<file path="src/sbcr_pkg.sv">
// package: register map, field positions, codes and carriers of the sense control bank
package sbcr_pkg;

   // ======================================================
   // register addresses on the internal serial register port
   localparam logic [7:0] SBCR_ADDR_THR_A   = 8'h0F;
   localparam logic [7:0] SBCR_ADDR_THR_CAL = 8'h10;
   localparam logic [7:0] SBCR_ADDR_DT_MON  = 8'h11;
   localparam logic [7:0] SBCR_ADDR_LOCKED  = 8'h12;

   // ======================================================
   // reset values
   localparam logic [7:0] SBCR_RST_THR_A    = 8'h88;
   localparam logic [7:0] SBCR_RST_THR_CAL  = 8'h80;
   localparam logic [7:0] SBCR_RST_DT_MON   = 8'h00;

   // ======================================================
   // field positions
   localparam int SBCR_CMP1_LSB    = 4;
   localparam int SBCR_CMP2_LSB    = 0;
   localparam int SBCR_CMP3_LSB    = 4;
   localparam int SBCR_CAL_SEL_BIT = 3;
   localparam int SBCR_CAL1_BIT    = 2;
   localparam int SBCR_CAL2_BIT    = 1;
   localparam int SBCR_CAL3_BIT    = 0;
   localparam int SBCR_DT_DIS_BIT  = 7;
   localparam int SBCR_UNLOCK_BIT  = 5;
   localparam int SBCR_MON_LSB     = 0;
   // writable bit masks; reserved positions read as zero
   localparam logic [7:0] SBCR_MASK_DT_MON  = 8'hA7;

   // ======================================================
   // threshold code meaning disabled
   localparam logic [3:0] SBCR_THR_OFF = 4'h0;

   // ======================================================
   // monitor route codes
   typedef enum logic [2:0] {
      SBCR_MON_GND    = 3'h0,
      SBCR_MON_SUPPLY = 3'h1,
      SBCR_MON_TEMP   = 3'h2,
      SBCR_MON_REF    = 3'h3,
      SBCR_MON_A3_RES = 3'h4,
      SBCR_MON_AMP1   = 3'h5,
      SBCR_MON_AMP2   = 3'h6,
      SBCR_MON_A3_DIR = 3'h7
   } sbcr_mon_type;

   // source routed to the shared monitor pin; code 4 also sets series_res
   typedef struct packed {
      logic gnd_pulldown;
      logic supply;
      logic temp;
      logic amp_ref;
      logic amp_one;
      logic amp_two;
      logic amp_three;
      logic backemf;
      logic series_res;
   } sbcr_route_type;

   // calibration requests towards the analog side
   typedef struct packed {
      logic amp_one;
      logic amp_two;
      logic amp_three;
      logic backemf;
      logic input_shunt;
   } sbcr_cal_type;

endpackage

</file>
<file path="src/sbcr_regs.sv">
// module: sense block control registers, threshold/calibration/monitor controls
`timescale 1ns/100ps
module sbcr_regs (
   // clock and reset
   input  wire logic                    clk_sys,
   input  wire logic                    rst_n,
   // register port from the serial interface
   input  wire logic                    reg_wr,
   input  wire logic [7:0]              reg_addr,
   input  wire logic [7:0]              reg_wdata,
   output logic      [7:0]              reg_rdata,
   // back-EMF enable from another control register
   input  wire logic                    backemf_sensing_enable,
   // calibration done pulses from the analog side
   input  wire logic                    cal_done_one,
   input  wire logic                    cal_done_two,
   input  wire logic                    cal_done_three,
   // controls to the analog side
   output logic      [3:0]              comparator_one_threshold,
   output logic      [3:0]              comparator_two_threshold,
   output logic      [3:0]              comparator_three_threshold,
   output logic                         comparator_one_enable,
   output logic                         comparator_two_enable,
   output logic                         comparator_three_enable,
   output sbcr_pkg::sbcr_cal_type       cal_request,
   output logic                         adaptive_deadtime_enable,
   output sbcr_pkg::sbcr_route_type     monitor_route,
   // locked register write strobe and offset-source clear
   output logic                         locked_write_strobe,
   output logic                         backemf_offset_clear
);

   // ======================================================
   // register state
   logic [7:0] thr_a_ff, nxt_thr_a;
   logic [7:0] thr_cal_ff, nxt_thr_cal;
   logic [7:0] dt_mon_ff, nxt_dt_mon;
   logic       bemf_cal_ff, nxt_bemf_cal;   // shared trigger target latched at start
   logic       wr_a, wr_c, wr_m;

   assign wr_a = reg_wr && (reg_addr == sbcr_pkg::SBCR_ADDR_THR_A);
   assign wr_c = reg_wr && (reg_addr == sbcr_pkg::SBCR_ADDR_THR_CAL);
   assign wr_m = reg_wr && (reg_addr == sbcr_pkg::SBCR_ADDR_DT_MON);

   // next values; a done pulse clears, a fresh 1 write in the same cycle wins
   always_comb begin
      nxt_thr_a    = wr_a ? reg_wdata : thr_a_ff;
      nxt_thr_cal  = thr_cal_ff;
      nxt_bemf_cal = bemf_cal_ff;
      if (cal_done_one) begin
         nxt_thr_cal[sbcr_pkg::SBCR_CAL1_BIT] = 1'b0;
      end
      if (cal_done_two) begin
         nxt_thr_cal[sbcr_pkg::SBCR_CAL2_BIT] = 1'b0;
      end
      if (cal_done_three) begin
         nxt_thr_cal[sbcr_pkg::SBCR_CAL3_BIT] = 1'b0;
      end
      if (wr_c) begin
         // writing 0 to a running trigger cannot abort it; only done clears
         nxt_thr_cal[7:3] = reg_wdata[7:3];
         for (int i = 0; i < 3; i++) begin
            if (reg_wdata[i]) begin
               nxt_thr_cal[i] = 1'b1;
            end
         end
         if (reg_wdata[sbcr_pkg::SBCR_CAL3_BIT] && !thr_cal_ff[sbcr_pkg::SBCR_CAL3_BIT]) begin
            nxt_bemf_cal = backemf_sensing_enable;
         end
      end
      // reserved bits held at zero whatever software writes
      nxt_dt_mon = wr_m ? (reg_wdata & sbcr_pkg::SBCR_MASK_DT_MON) : dt_mon_ff;
   end

   always_ff @(posedge clk_sys or negedge rst_n) begin
      if (!rst_n) begin
         thr_a_ff    <= sbcr_pkg::SBCR_RST_THR_A;
         thr_cal_ff  <= sbcr_pkg::SBCR_RST_THR_CAL;
         dt_mon_ff   <= sbcr_pkg::SBCR_RST_DT_MON;
         bemf_cal_ff <= 1'b0;
      end else begin
         thr_a_ff    <= nxt_thr_a;
         thr_cal_ff  <= nxt_thr_cal;
         dt_mon_ff   <= nxt_dt_mon;
         bemf_cal_ff <= nxt_bemf_cal;
      end
   end

   // ======================================================
   // decoded outputs, all registered
   logic [3:0]               nxt_c1, nxt_c2, nxt_c3;
   sbcr_pkg::sbcr_cal_type   nxt_cal;
   sbcr_pkg::sbcr_route_type nxt_route;
   logic [7:0]               nxt_rdata;
   logic                     nxt_lock_wr, nxt_off_clr;
   sbcr_pkg::sbcr_mon_type   mon_sel;

   assign mon_sel = sbcr_pkg::sbcr_mon_type'(dt_mon_ff[sbcr_pkg::SBCR_MON_LSB +: 3]);

   always_comb begin
      nxt_c1 = thr_a_ff[sbcr_pkg::SBCR_CMP1_LSB +: 4];
      nxt_c2 = thr_a_ff[sbcr_pkg::SBCR_CMP2_LSB +: 4];
      nxt_c3 = thr_cal_ff[sbcr_pkg::SBCR_CMP3_LSB +: 4];
      nxt_cal.amp_one     = thr_cal_ff[sbcr_pkg::SBCR_CAL1_BIT];
      nxt_cal.amp_two     = thr_cal_ff[sbcr_pkg::SBCR_CAL2_BIT];
      nxt_cal.amp_three   = thr_cal_ff[sbcr_pkg::SBCR_CAL3_BIT] && !bemf_cal_ff;
      nxt_cal.backemf     = thr_cal_ff[sbcr_pkg::SBCR_CAL3_BIT] && bemf_cal_ff;
      nxt_cal.input_shunt = thr_cal_ff[sbcr_pkg::SBCR_CAL_SEL_BIT];
      // monitor routing; codes 4 and 7 depend on back-EMF enable
      nxt_route = '0;
      unique case (mon_sel)
         sbcr_pkg::SBCR_MON_GND:    nxt_route.gnd_pulldown = 1'b1;
         sbcr_pkg::SBCR_MON_SUPPLY: nxt_route.supply = 1'b1;
         sbcr_pkg::SBCR_MON_TEMP:   nxt_route.temp = 1'b1;
         sbcr_pkg::SBCR_MON_REF:    nxt_route.amp_ref = 1'b1;
         sbcr_pkg::SBCR_MON_AMP1:   nxt_route.amp_one = 1'b1;
         sbcr_pkg::SBCR_MON_AMP2:   nxt_route.amp_two = 1'b1;
         sbcr_pkg::SBCR_MON_A3_RES, sbcr_pkg::SBCR_MON_A3_DIR: begin
            nxt_route.backemf    = backemf_sensing_enable;
            nxt_route.amp_three  = !backemf_sensing_enable;
            nxt_route.series_res = (mon_sel == sbcr_pkg::SBCR_MON_A3_RES);
         end
      endcase
      unique case (reg_addr)
         sbcr_pkg::SBCR_ADDR_THR_A:   nxt_rdata = thr_a_ff;
         sbcr_pkg::SBCR_ADDR_THR_CAL: nxt_rdata = thr_cal_ff;
         sbcr_pkg::SBCR_ADDR_DT_MON:  nxt_rdata = dt_mon_ff;
         default:                     nxt_rdata = 8'h00;
      endcase
      // locked register accepts writes only while unlocked
      nxt_lock_wr = reg_wr && (reg_addr == sbcr_pkg::SBCR_ADDR_LOCKED)
                    && dt_mon_ff[sbcr_pkg::SBCR_UNLOCK_BIT];
      nxt_off_clr = cal_done_three && thr_cal_ff[sbcr_pkg::SBCR_CAL3_BIT]
                    && bemf_cal_ff;
   end

   always_ff @(posedge clk_sys or negedge rst_n) begin
      if (!rst_n) begin
         comparator_one_threshold   <= sbcr_pkg::SBCR_RST_THR_A[7:4];
         comparator_two_threshold   <= sbcr_pkg::SBCR_RST_THR_A[3:0];
         comparator_three_threshold <= sbcr_pkg::SBCR_RST_THR_CAL[7:4];
         comparator_one_enable      <= 1'b1;
         comparator_two_enable      <= 1'b1;
         comparator_three_enable    <= 1'b1;
         cal_request                <= '0;
         adaptive_deadtime_enable   <= 1'b1;
         monitor_route              <= '0;
         reg_rdata                  <= 8'h00;
         locked_write_strobe        <= 1'b0;
         backemf_offset_clear       <= 1'b0;
      end else begin
         comparator_one_threshold   <= nxt_c1;
         comparator_two_threshold   <= nxt_c2;
         comparator_three_threshold <= nxt_c3;
         comparator_one_enable      <= (nxt_c1 != sbcr_pkg::SBCR_THR_OFF);
         comparator_two_enable      <= (nxt_c2 != sbcr_pkg::SBCR_THR_OFF);
         comparator_three_enable    <= (nxt_c3 != sbcr_pkg::SBCR_THR_OFF);
         cal_request                <= nxt_cal;
         adaptive_deadtime_enable   <= !dt_mon_ff[sbcr_pkg::SBCR_DT_DIS_BIT];
         monitor_route              <= nxt_route;
         reg_rdata                  <= nxt_rdata;
         locked_write_strobe        <= nxt_lock_wr;
         backemf_offset_clear       <= nxt_off_clr;
      end
   end

   // ======================================================
   // checks
   dt_follow_a: assert property (@(posedge clk_sys) disable iff (!rst_n)
      adaptive_deadtime_enable == !$past(dt_mon_ff[7]))
      else $error("dead time enable wrong");
   // enables judged against the stored code, not against the output copy of it
   cmp1_off_a: assert property (@(posedge clk_sys) disable iff (!rst_n)
      comparator_one_enable == ($past(thr_a_ff[7:4]) != 4'h0))
      else $error("comparator one enable wrong");
   cmp2_off_a: assert property (@(posedge clk_sys) disable iff (!rst_n)
      comparator_two_enable == ($past(thr_a_ff[3:0]) != 4'h0))
      else $error("comparator two enable wrong");
   cmp3_off_a: assert property (@(posedge clk_sys) disable iff (!rst_n)
      comparator_three_enable == ($past(thr_cal_ff[7:4]) != 4'h0))
      else $error("comparator three enable wrong");
   cal1_hold_a: assert property (@(posedge clk_sys) disable iff (!rst_n)
      thr_cal_ff[2] && !cal_done_one |=> thr_cal_ff[2])
      else $error("trigger one dropped early");
   cal1_clear_a: assert property (@(posedge clk_sys) disable iff (!rst_n)
      cal_done_one && !(wr_c && reg_wdata[2]) |=> !thr_cal_ff[2])
      else $error("trigger one not cleared");
   cal2_clear_a: assert property (@(posedge clk_sys) disable iff (!rst_n)
      cal_done_two && !(wr_c && reg_wdata[1]) |=> !thr_cal_ff[1])
      else $error("trigger two not cleared");
   cal3_route_a: assert property (@(posedge clk_sys) disable iff (!rst_n)
      cal_request.amp_three |-> !cal_request.backemf && $past(thr_cal_ff[0])
                                && !$past(bemf_cal_ff))
      else $error("both third calibrations requested");
   lock_gate_a: assert property (@(posedge clk_sys) disable iff (!rst_n)
      locked_write_strobe |-> $past(dt_mon_ff[5]) && $past(reg_wr)
                              && ($past(reg_addr) == sbcr_pkg::SBCR_ADDR_LOCKED))
      else $error("locked write passed while locked");
   mon_bemf_a: assert property (@(posedge clk_sys) disable iff (!rst_n)
      monitor_route.backemf |-> $past(backemf_sensing_enable))
      else $error("back-EMF routed while off");
   mon_gnd_a: assert property (@(posedge clk_sys) disable iff (!rst_n)
      // the route still shows its reset value at the first edge after release
      $past(rst_n) && $past(dt_mon_ff[2:0]) == 3'h0 |-> monitor_route.gnd_pulldown)
      else $error("ground route missing");
   off_clr_a: assert property (@(posedge clk_sys) disable iff (!rst_n)
      backemf_offset_clear |-> $past(cal_done_three) && $past(bemf_cal_ff))
      else $error("offset clear without back-EMF calibration");
   cal_sel_a: assert property (@(posedge clk_sys) disable iff (!rst_n)
      cal_request.input_shunt == $past(thr_cal_ff[3]))
      else $error("calibration input select wrong");

endmodule // sbcr_regs

</file>
<file path="config.mk">
export PLATFORM = sky130hd
export DESIGN_NAME = sbcr_regs
export DESIGN_NICKNAME = d
export VERILOG_FILES = /design/src/sbcr_pkg.sv /design/src/sbcr_regs.sv
export SDC_FILE = /design/constraint.sdc
export NUM_CORES = 1
export LEC_CHECK = 0
export ABC_AREA = 1
export BUFFER_PORTS_ARGS = -buffer_cell sky130_fd_sc_hd__buf_2
export CAP_MARGIN = 30
export CORE_AREA = 10 10 110 72
export DETAILED_ROUTE_END_ITERATION = 16
export DIE_AREA = 0 0 120 82
export PLACE_DENSITY_LB_ADDON = 0.3
export SLEW_MARGIN = 20
export SYNTH_ARGS = -nofsm -noshare
export SYNTH_HDL_FRONTEND = slang
export SYNTH_SLANG_ARGS = --single-unit
</file>
<file path="constraint.sdc">
create_clock -name clk_sys -period 0.96 [get_ports clk_sys]
set_clock_uncertainty 0.05 [all_clocks]
set_input_delay 0.096 -clock clk_sys [delete_from_list [all_inputs] [get_ports clk_sys]]
set_output_delay 0.096 -clock clk_sys [all_outputs]
set_load 0.05 [all_outputs]
</file>
### After elaboration in Yosys (flattened, before gate mapping)

Index checks and enable logic that the tools add are counted.

* eq/ne operators: 11
* muxes and demuxes: 15
* reductions and logical operators: 20

Operators by type and width (number)
* 8-bit by 5-bit == test with 1-bit output, second input constant: 3
* 8-bit case mux with 3 select lines: 1
* 3-bit == test, second input constant: 4
* 1-bit two-way mux: 12
* 4-bit nonzero test: 3
* 1-bit logical AND: 10
* 8-bit by 4-bit == test with 1-bit output, second input constant: 1
* 3-bit by 2-bit == test with 1-bit output, second input constant: 2
* 3-bit two-way mux: 2
* 1-bit zero test: 4
* 3-bit by 1-bit == test with 1-bit output, second input constant: 1
* 3-bit zero test: 1
* 2-bit AND reduction: 1
* 2-bit OR reduction: 1

* bits in registers: 62
* bits of input ports: 23

### Longest topological paths before layout

* word-level depth: 3
* mapped depth: 7

### Worst setup path before layout

OpenSTA, ideal clock, no wires.

* path kind: input port to flip-flop
* start point: input reg_addr[2]
* end point: register thr_a_ff[2]
* setup time: 0.117 ns
* arrival time: 0.758 ns
* required time: 0.793 ns
* setup slack: 0.035 ns
* stages: 5
* cell sequence: inv_1 > nor3_4 > nand3_2 > nand2_1 > nand2_1

* longest elaborated chain between the ends: 2

RTL lines
* start, declared: line sbcr_regs.sv:9 `input wire logic [7:0] reg_addr,`
* 8-bit by 4-bit == test with 1-bit output: line sbcr_regs.sv:41 `assign wr_a = reg_wr && (reg_addr == sbcr_pkg::SBCR_ADDR_THR_A);`
* 1-bit logical AND: line sbcr_regs.sv:41
* end signal, assigned: line sbcr_regs.sv:77 `thr_a_ff <= sbcr_pkg::SBCR_RST_THR_A;`
* end signal, assigned: line sbcr_regs.sv:82 `thr_a_ff <= nxt_thr_a;`
* end, declared: line sbcr_regs.sv:35 `logic [7:0] thr_a_ff, nxt_thr_a;`

No other way between the ends.
A chain may end at the register's enable or synchronous reset.

### Worst setup path in the final report

* start point: register comparator_three_enable
* end point: output comparator_three_enable

RTL lines
* start, declared: line sbcr_regs.sv:24 `output logic comparator_three_enable,`
* start signal, assigned: line sbcr_regs.sv:157 `comparator_three_enable <= (nxt_c3 != sbcr_pkg::SBCR_THR_OFF);`

No word-level cell between the ends.

==> impl_metrics.csv <==
group,metric,value,unit
synth,synth_top_cells_by_area,"dfrtp_1 56%, dfstp_2 11%, nand2_1 9.1%",
synth,yosysTopAreaCell,"dfrtp_1",
cells_and_area,antenna_cells,0,
synth,syn_inst,221,
synth,synth_nets,244,
detailed_routing,dr.pass1.iters,4,
min_path,hold_class,"input port to flop",
flow_run,cap_violations,0,
cells_and_area,syn_to_final_growth,49.8,%
sta,fin_ws,-0.205,ns
cells_and_area,stdcell_count,405,
clock_network,cts-htree-levels,3,
detailed_routing,drtAntennaViolNets,0,
clock_network,cts_made_buffers,9,
detailed_routing,avgRoutedWirePerCell,14.1,um
detailed_routing,dr_total_vias,1814,
floorplanning,initial_utilization,38.7,%
grt,antenna_found_initial,0,
critical_path,path_class,"flop to primary output",
grt,grt_max_degree,63,
sta,worst_slew_pin_slew,0.325,ns
sta,max_slew_margin,78.4,%
cells_and_area,final_nets,339,
clock_network,cts_max_path_buffers,2,
place,io_buffers,62,
detailed_routing,drc_errors,0,
place,gp_congestion,0.797,
sta,tns,-3.04,ns
sta,finalSetupViolCount,40,
critical_path,path_buf_inv,1,
synth,synth_warnings,0,
status,violations,"setup timing",
critical_path,critical_path.top_delay_family,"flip-flops",
grt,overflow,0,
synth,ys_types,19,
clock_network,clk_pin_slew,0.07,ns
synth,syn_avg_cell_area,10.5,um^2
critical_path,critPathMaxFanout,1,
place,dp_cells,371,
power_and_ir_drop,powerDensity,1630,nW/um^2
synth,synth_top_area_share,56.3,%
floorplanning,num_io_pins,63,
cells_and_area,finalInstanceArea,3460,um^2
critical_path,endpoint_kind,"primary output",
power_and_ir_drop,peakVddDrop,0.743,mV
critical_path,slowest_delay,0.54,ns
grt,grt_pass1_vias,1934,
floorplanning,die_y,82,um
sta,final_max_slew_viol_count,0,
critical_path,worstPathCellList,"buf_8",
grt,grt_usage,12.7,%
floorplanning,die-area,9840,um^2
grt,grt_pass1_wl,9690,um
clock_network,insertion_delay,0.34,ns
clock_network,root_buffer,"clkbuf_8",
floorplanning,core_area,5970,um^2
clock_network,tritoncts,"yes",
synth,yosysSeqAreaShare,67.7,%
detailed_routing,routed_wl,5730,um
detailed_routing,post_drt_via_cell_ratio,4.48,
critical_path,cp-start-kind,"flop",
cells_and_area,drive_gt1_share,36.4,%
power_and_ir_drop,leakage,1.77,nW
status,status,"finished, violations left",
sta,final_hold_viol_count,0,
clock_network,cts.sinks,62,
critical_path,cp_slowest_cell,"dfstp_2",
place,dpl_cell_area,2810,um^2
synth,ys_ff_latch,62,
power_and_ir_drop,finalPower,5.66,mW
cells_and_area,utilization,57.9,%
synth,synth_area,2310,um^2
sta,post-route-period-util,121,%
place,place_hpwl,3960,um
cells_and_area,fillers,513,
sta,fmax,0.858,GHz
sta,rsz0062_at_grt,"true",
floorplanning,rows,22,
critical_path,cp_data_required_time,0.81,ns
sta,post-route-min-period,1.17,ns
detailed_routing,drt-initial-drc-count,77,
critical_path,arrival,1.02,ns
floorplanning,dieWidth,120,um
-- power breakdown --
| group | switching [mW] | internal [mW] |
|---|---|---|
| clock | 0.953 | 1.14 |
| combinational | 0.451 | 0.295 |
| sequential | 0.0779 | 2.74 |
-- cells in the mapped netlist --
cell / number
nand2_1: 56
clkinv_2: 1
nor2_2: 1
buf_2: 2
nor2_4: 2
nand2_2: 2
inv_1: 21
o21ai_0: 5
dfrtp_1: 52
nor3_1: 4
nand3_2: 2
clkbuf_1: 2
nor2_1: 19
nand4_1: 9
nand3_1: 24
buf_6: 2
nor3_4: 2
o21ai_1: 5
dfstp_2: 10
-- registers in the layout (all words and copies together), names as in the netlist, 4 cells and up --
register / count
monitor_route: 9
comparator_three_threshold: 4
comparator_two_threshold: 4
cal_request: 5
thr_cal_ff: 8
thr_a_ff: 8
reg_rdata: 8
dt_mon_ff: 5
comparator_one_threshold: 4
-- path summary, 6_finish.rpt --
| kind | startpoint | to | slack [ns] | cells after the start |
|---|---|---|---|---|
| hold reg to reg | thr_a_ff[3]$_DFFE_PN1P_ | comparator_two_threshold[3]$_DFF_PN1_ | 0.34 | 0 |
| setup / recovery | comparator_three_enable$_DFF_PN1_ | comparator_three_enable | -0.21 | 1 |
| max in group asynchronous | rst_n | comparator_two_enable$_DFF_PN1_ | 0.30 | 3 |
| setup reg to reg | dt_mon_ff[0]$_DFFE_PN0P_ | reg_rdata[0]$_DFF_PN0_ | 0.05 | 3 |
| min in group asynchronous | rst_n | dt_mon_ff[7]$_DFFE_PN0P_ | 0.24 | 3 |
| hold / removal | reg_wr | locked_write_strobe$_DFF_PN0_ | 0.03 | 3 |
-- layer usage --
metal | share of wire [%] | up-vias | global-route usage (%)
met3 | 9.0 | 8 | 5.82
li1 | - | 899 | -
met4 | 1.0 | 0 | 5.04
met2 | 45 | 59 | 19.9
met1 | 45 | 848 | 15.0
met5 | 0 | - | 0
-- kinds of logic after synthesis --
| family | after synthesis | synth area share [%] |
|---|---|---|
| buf+inv | 28 | 5.36 |
| flops | 62 | 67.7 |
| simple gates | 121 | 24.8 |
| compound gates | 10 | 2.17 |
-- cell type report --
type | instances | area [um^2] | share of cell area [%]
sequential | 62 | 1570 | 45.2
timing repair buffer | 90 | 882 | 25.5
multi-input combinational | 131 | 637 | 18.4
clock buffer | 13 | 169 | 4.88
tap | 84 | 105 | 3.04
inverter | 22 | 83.8 | 2.42
clock inverter | 3 | 17.5 | 0.506
-- layout by cell type, fill, tap and decap left out, drive strengths merged --
cell type and instances:
dfrtp 52, clkbuf 13, nor2 22, nand4 9
clkinvlp 1, inv 21, dfstp 10, buf 76
nand2 58, o21ai 10, dlygate4sd3 14, nor3 6
nand3 26, clkinv 3
-- per-stage QoR --
stage	hold WS (ns)	setup WS [ns]
floorplan	-0.250	0.0352
global placement	0.0773	-0.135
detailed placement	0.0785	-0.149
finish	0.0274	-0.205
global route	0.0416	-0.246
CTS	0.0141	-0.214
-- repair_timing --
action / 4_1_cts / 5_1_grt
endpoints found under the setup margin: 42 / 44
hold endpoints to repair: 85 / 0
hold buffers: 14 / 0
cloned: 0 / 0
pin swaps: 0 / 1
buffers inserted: 4 / 0
gates resized for setup: 87 / 6
Note: power is estimated with default switching activity, not from simulation.
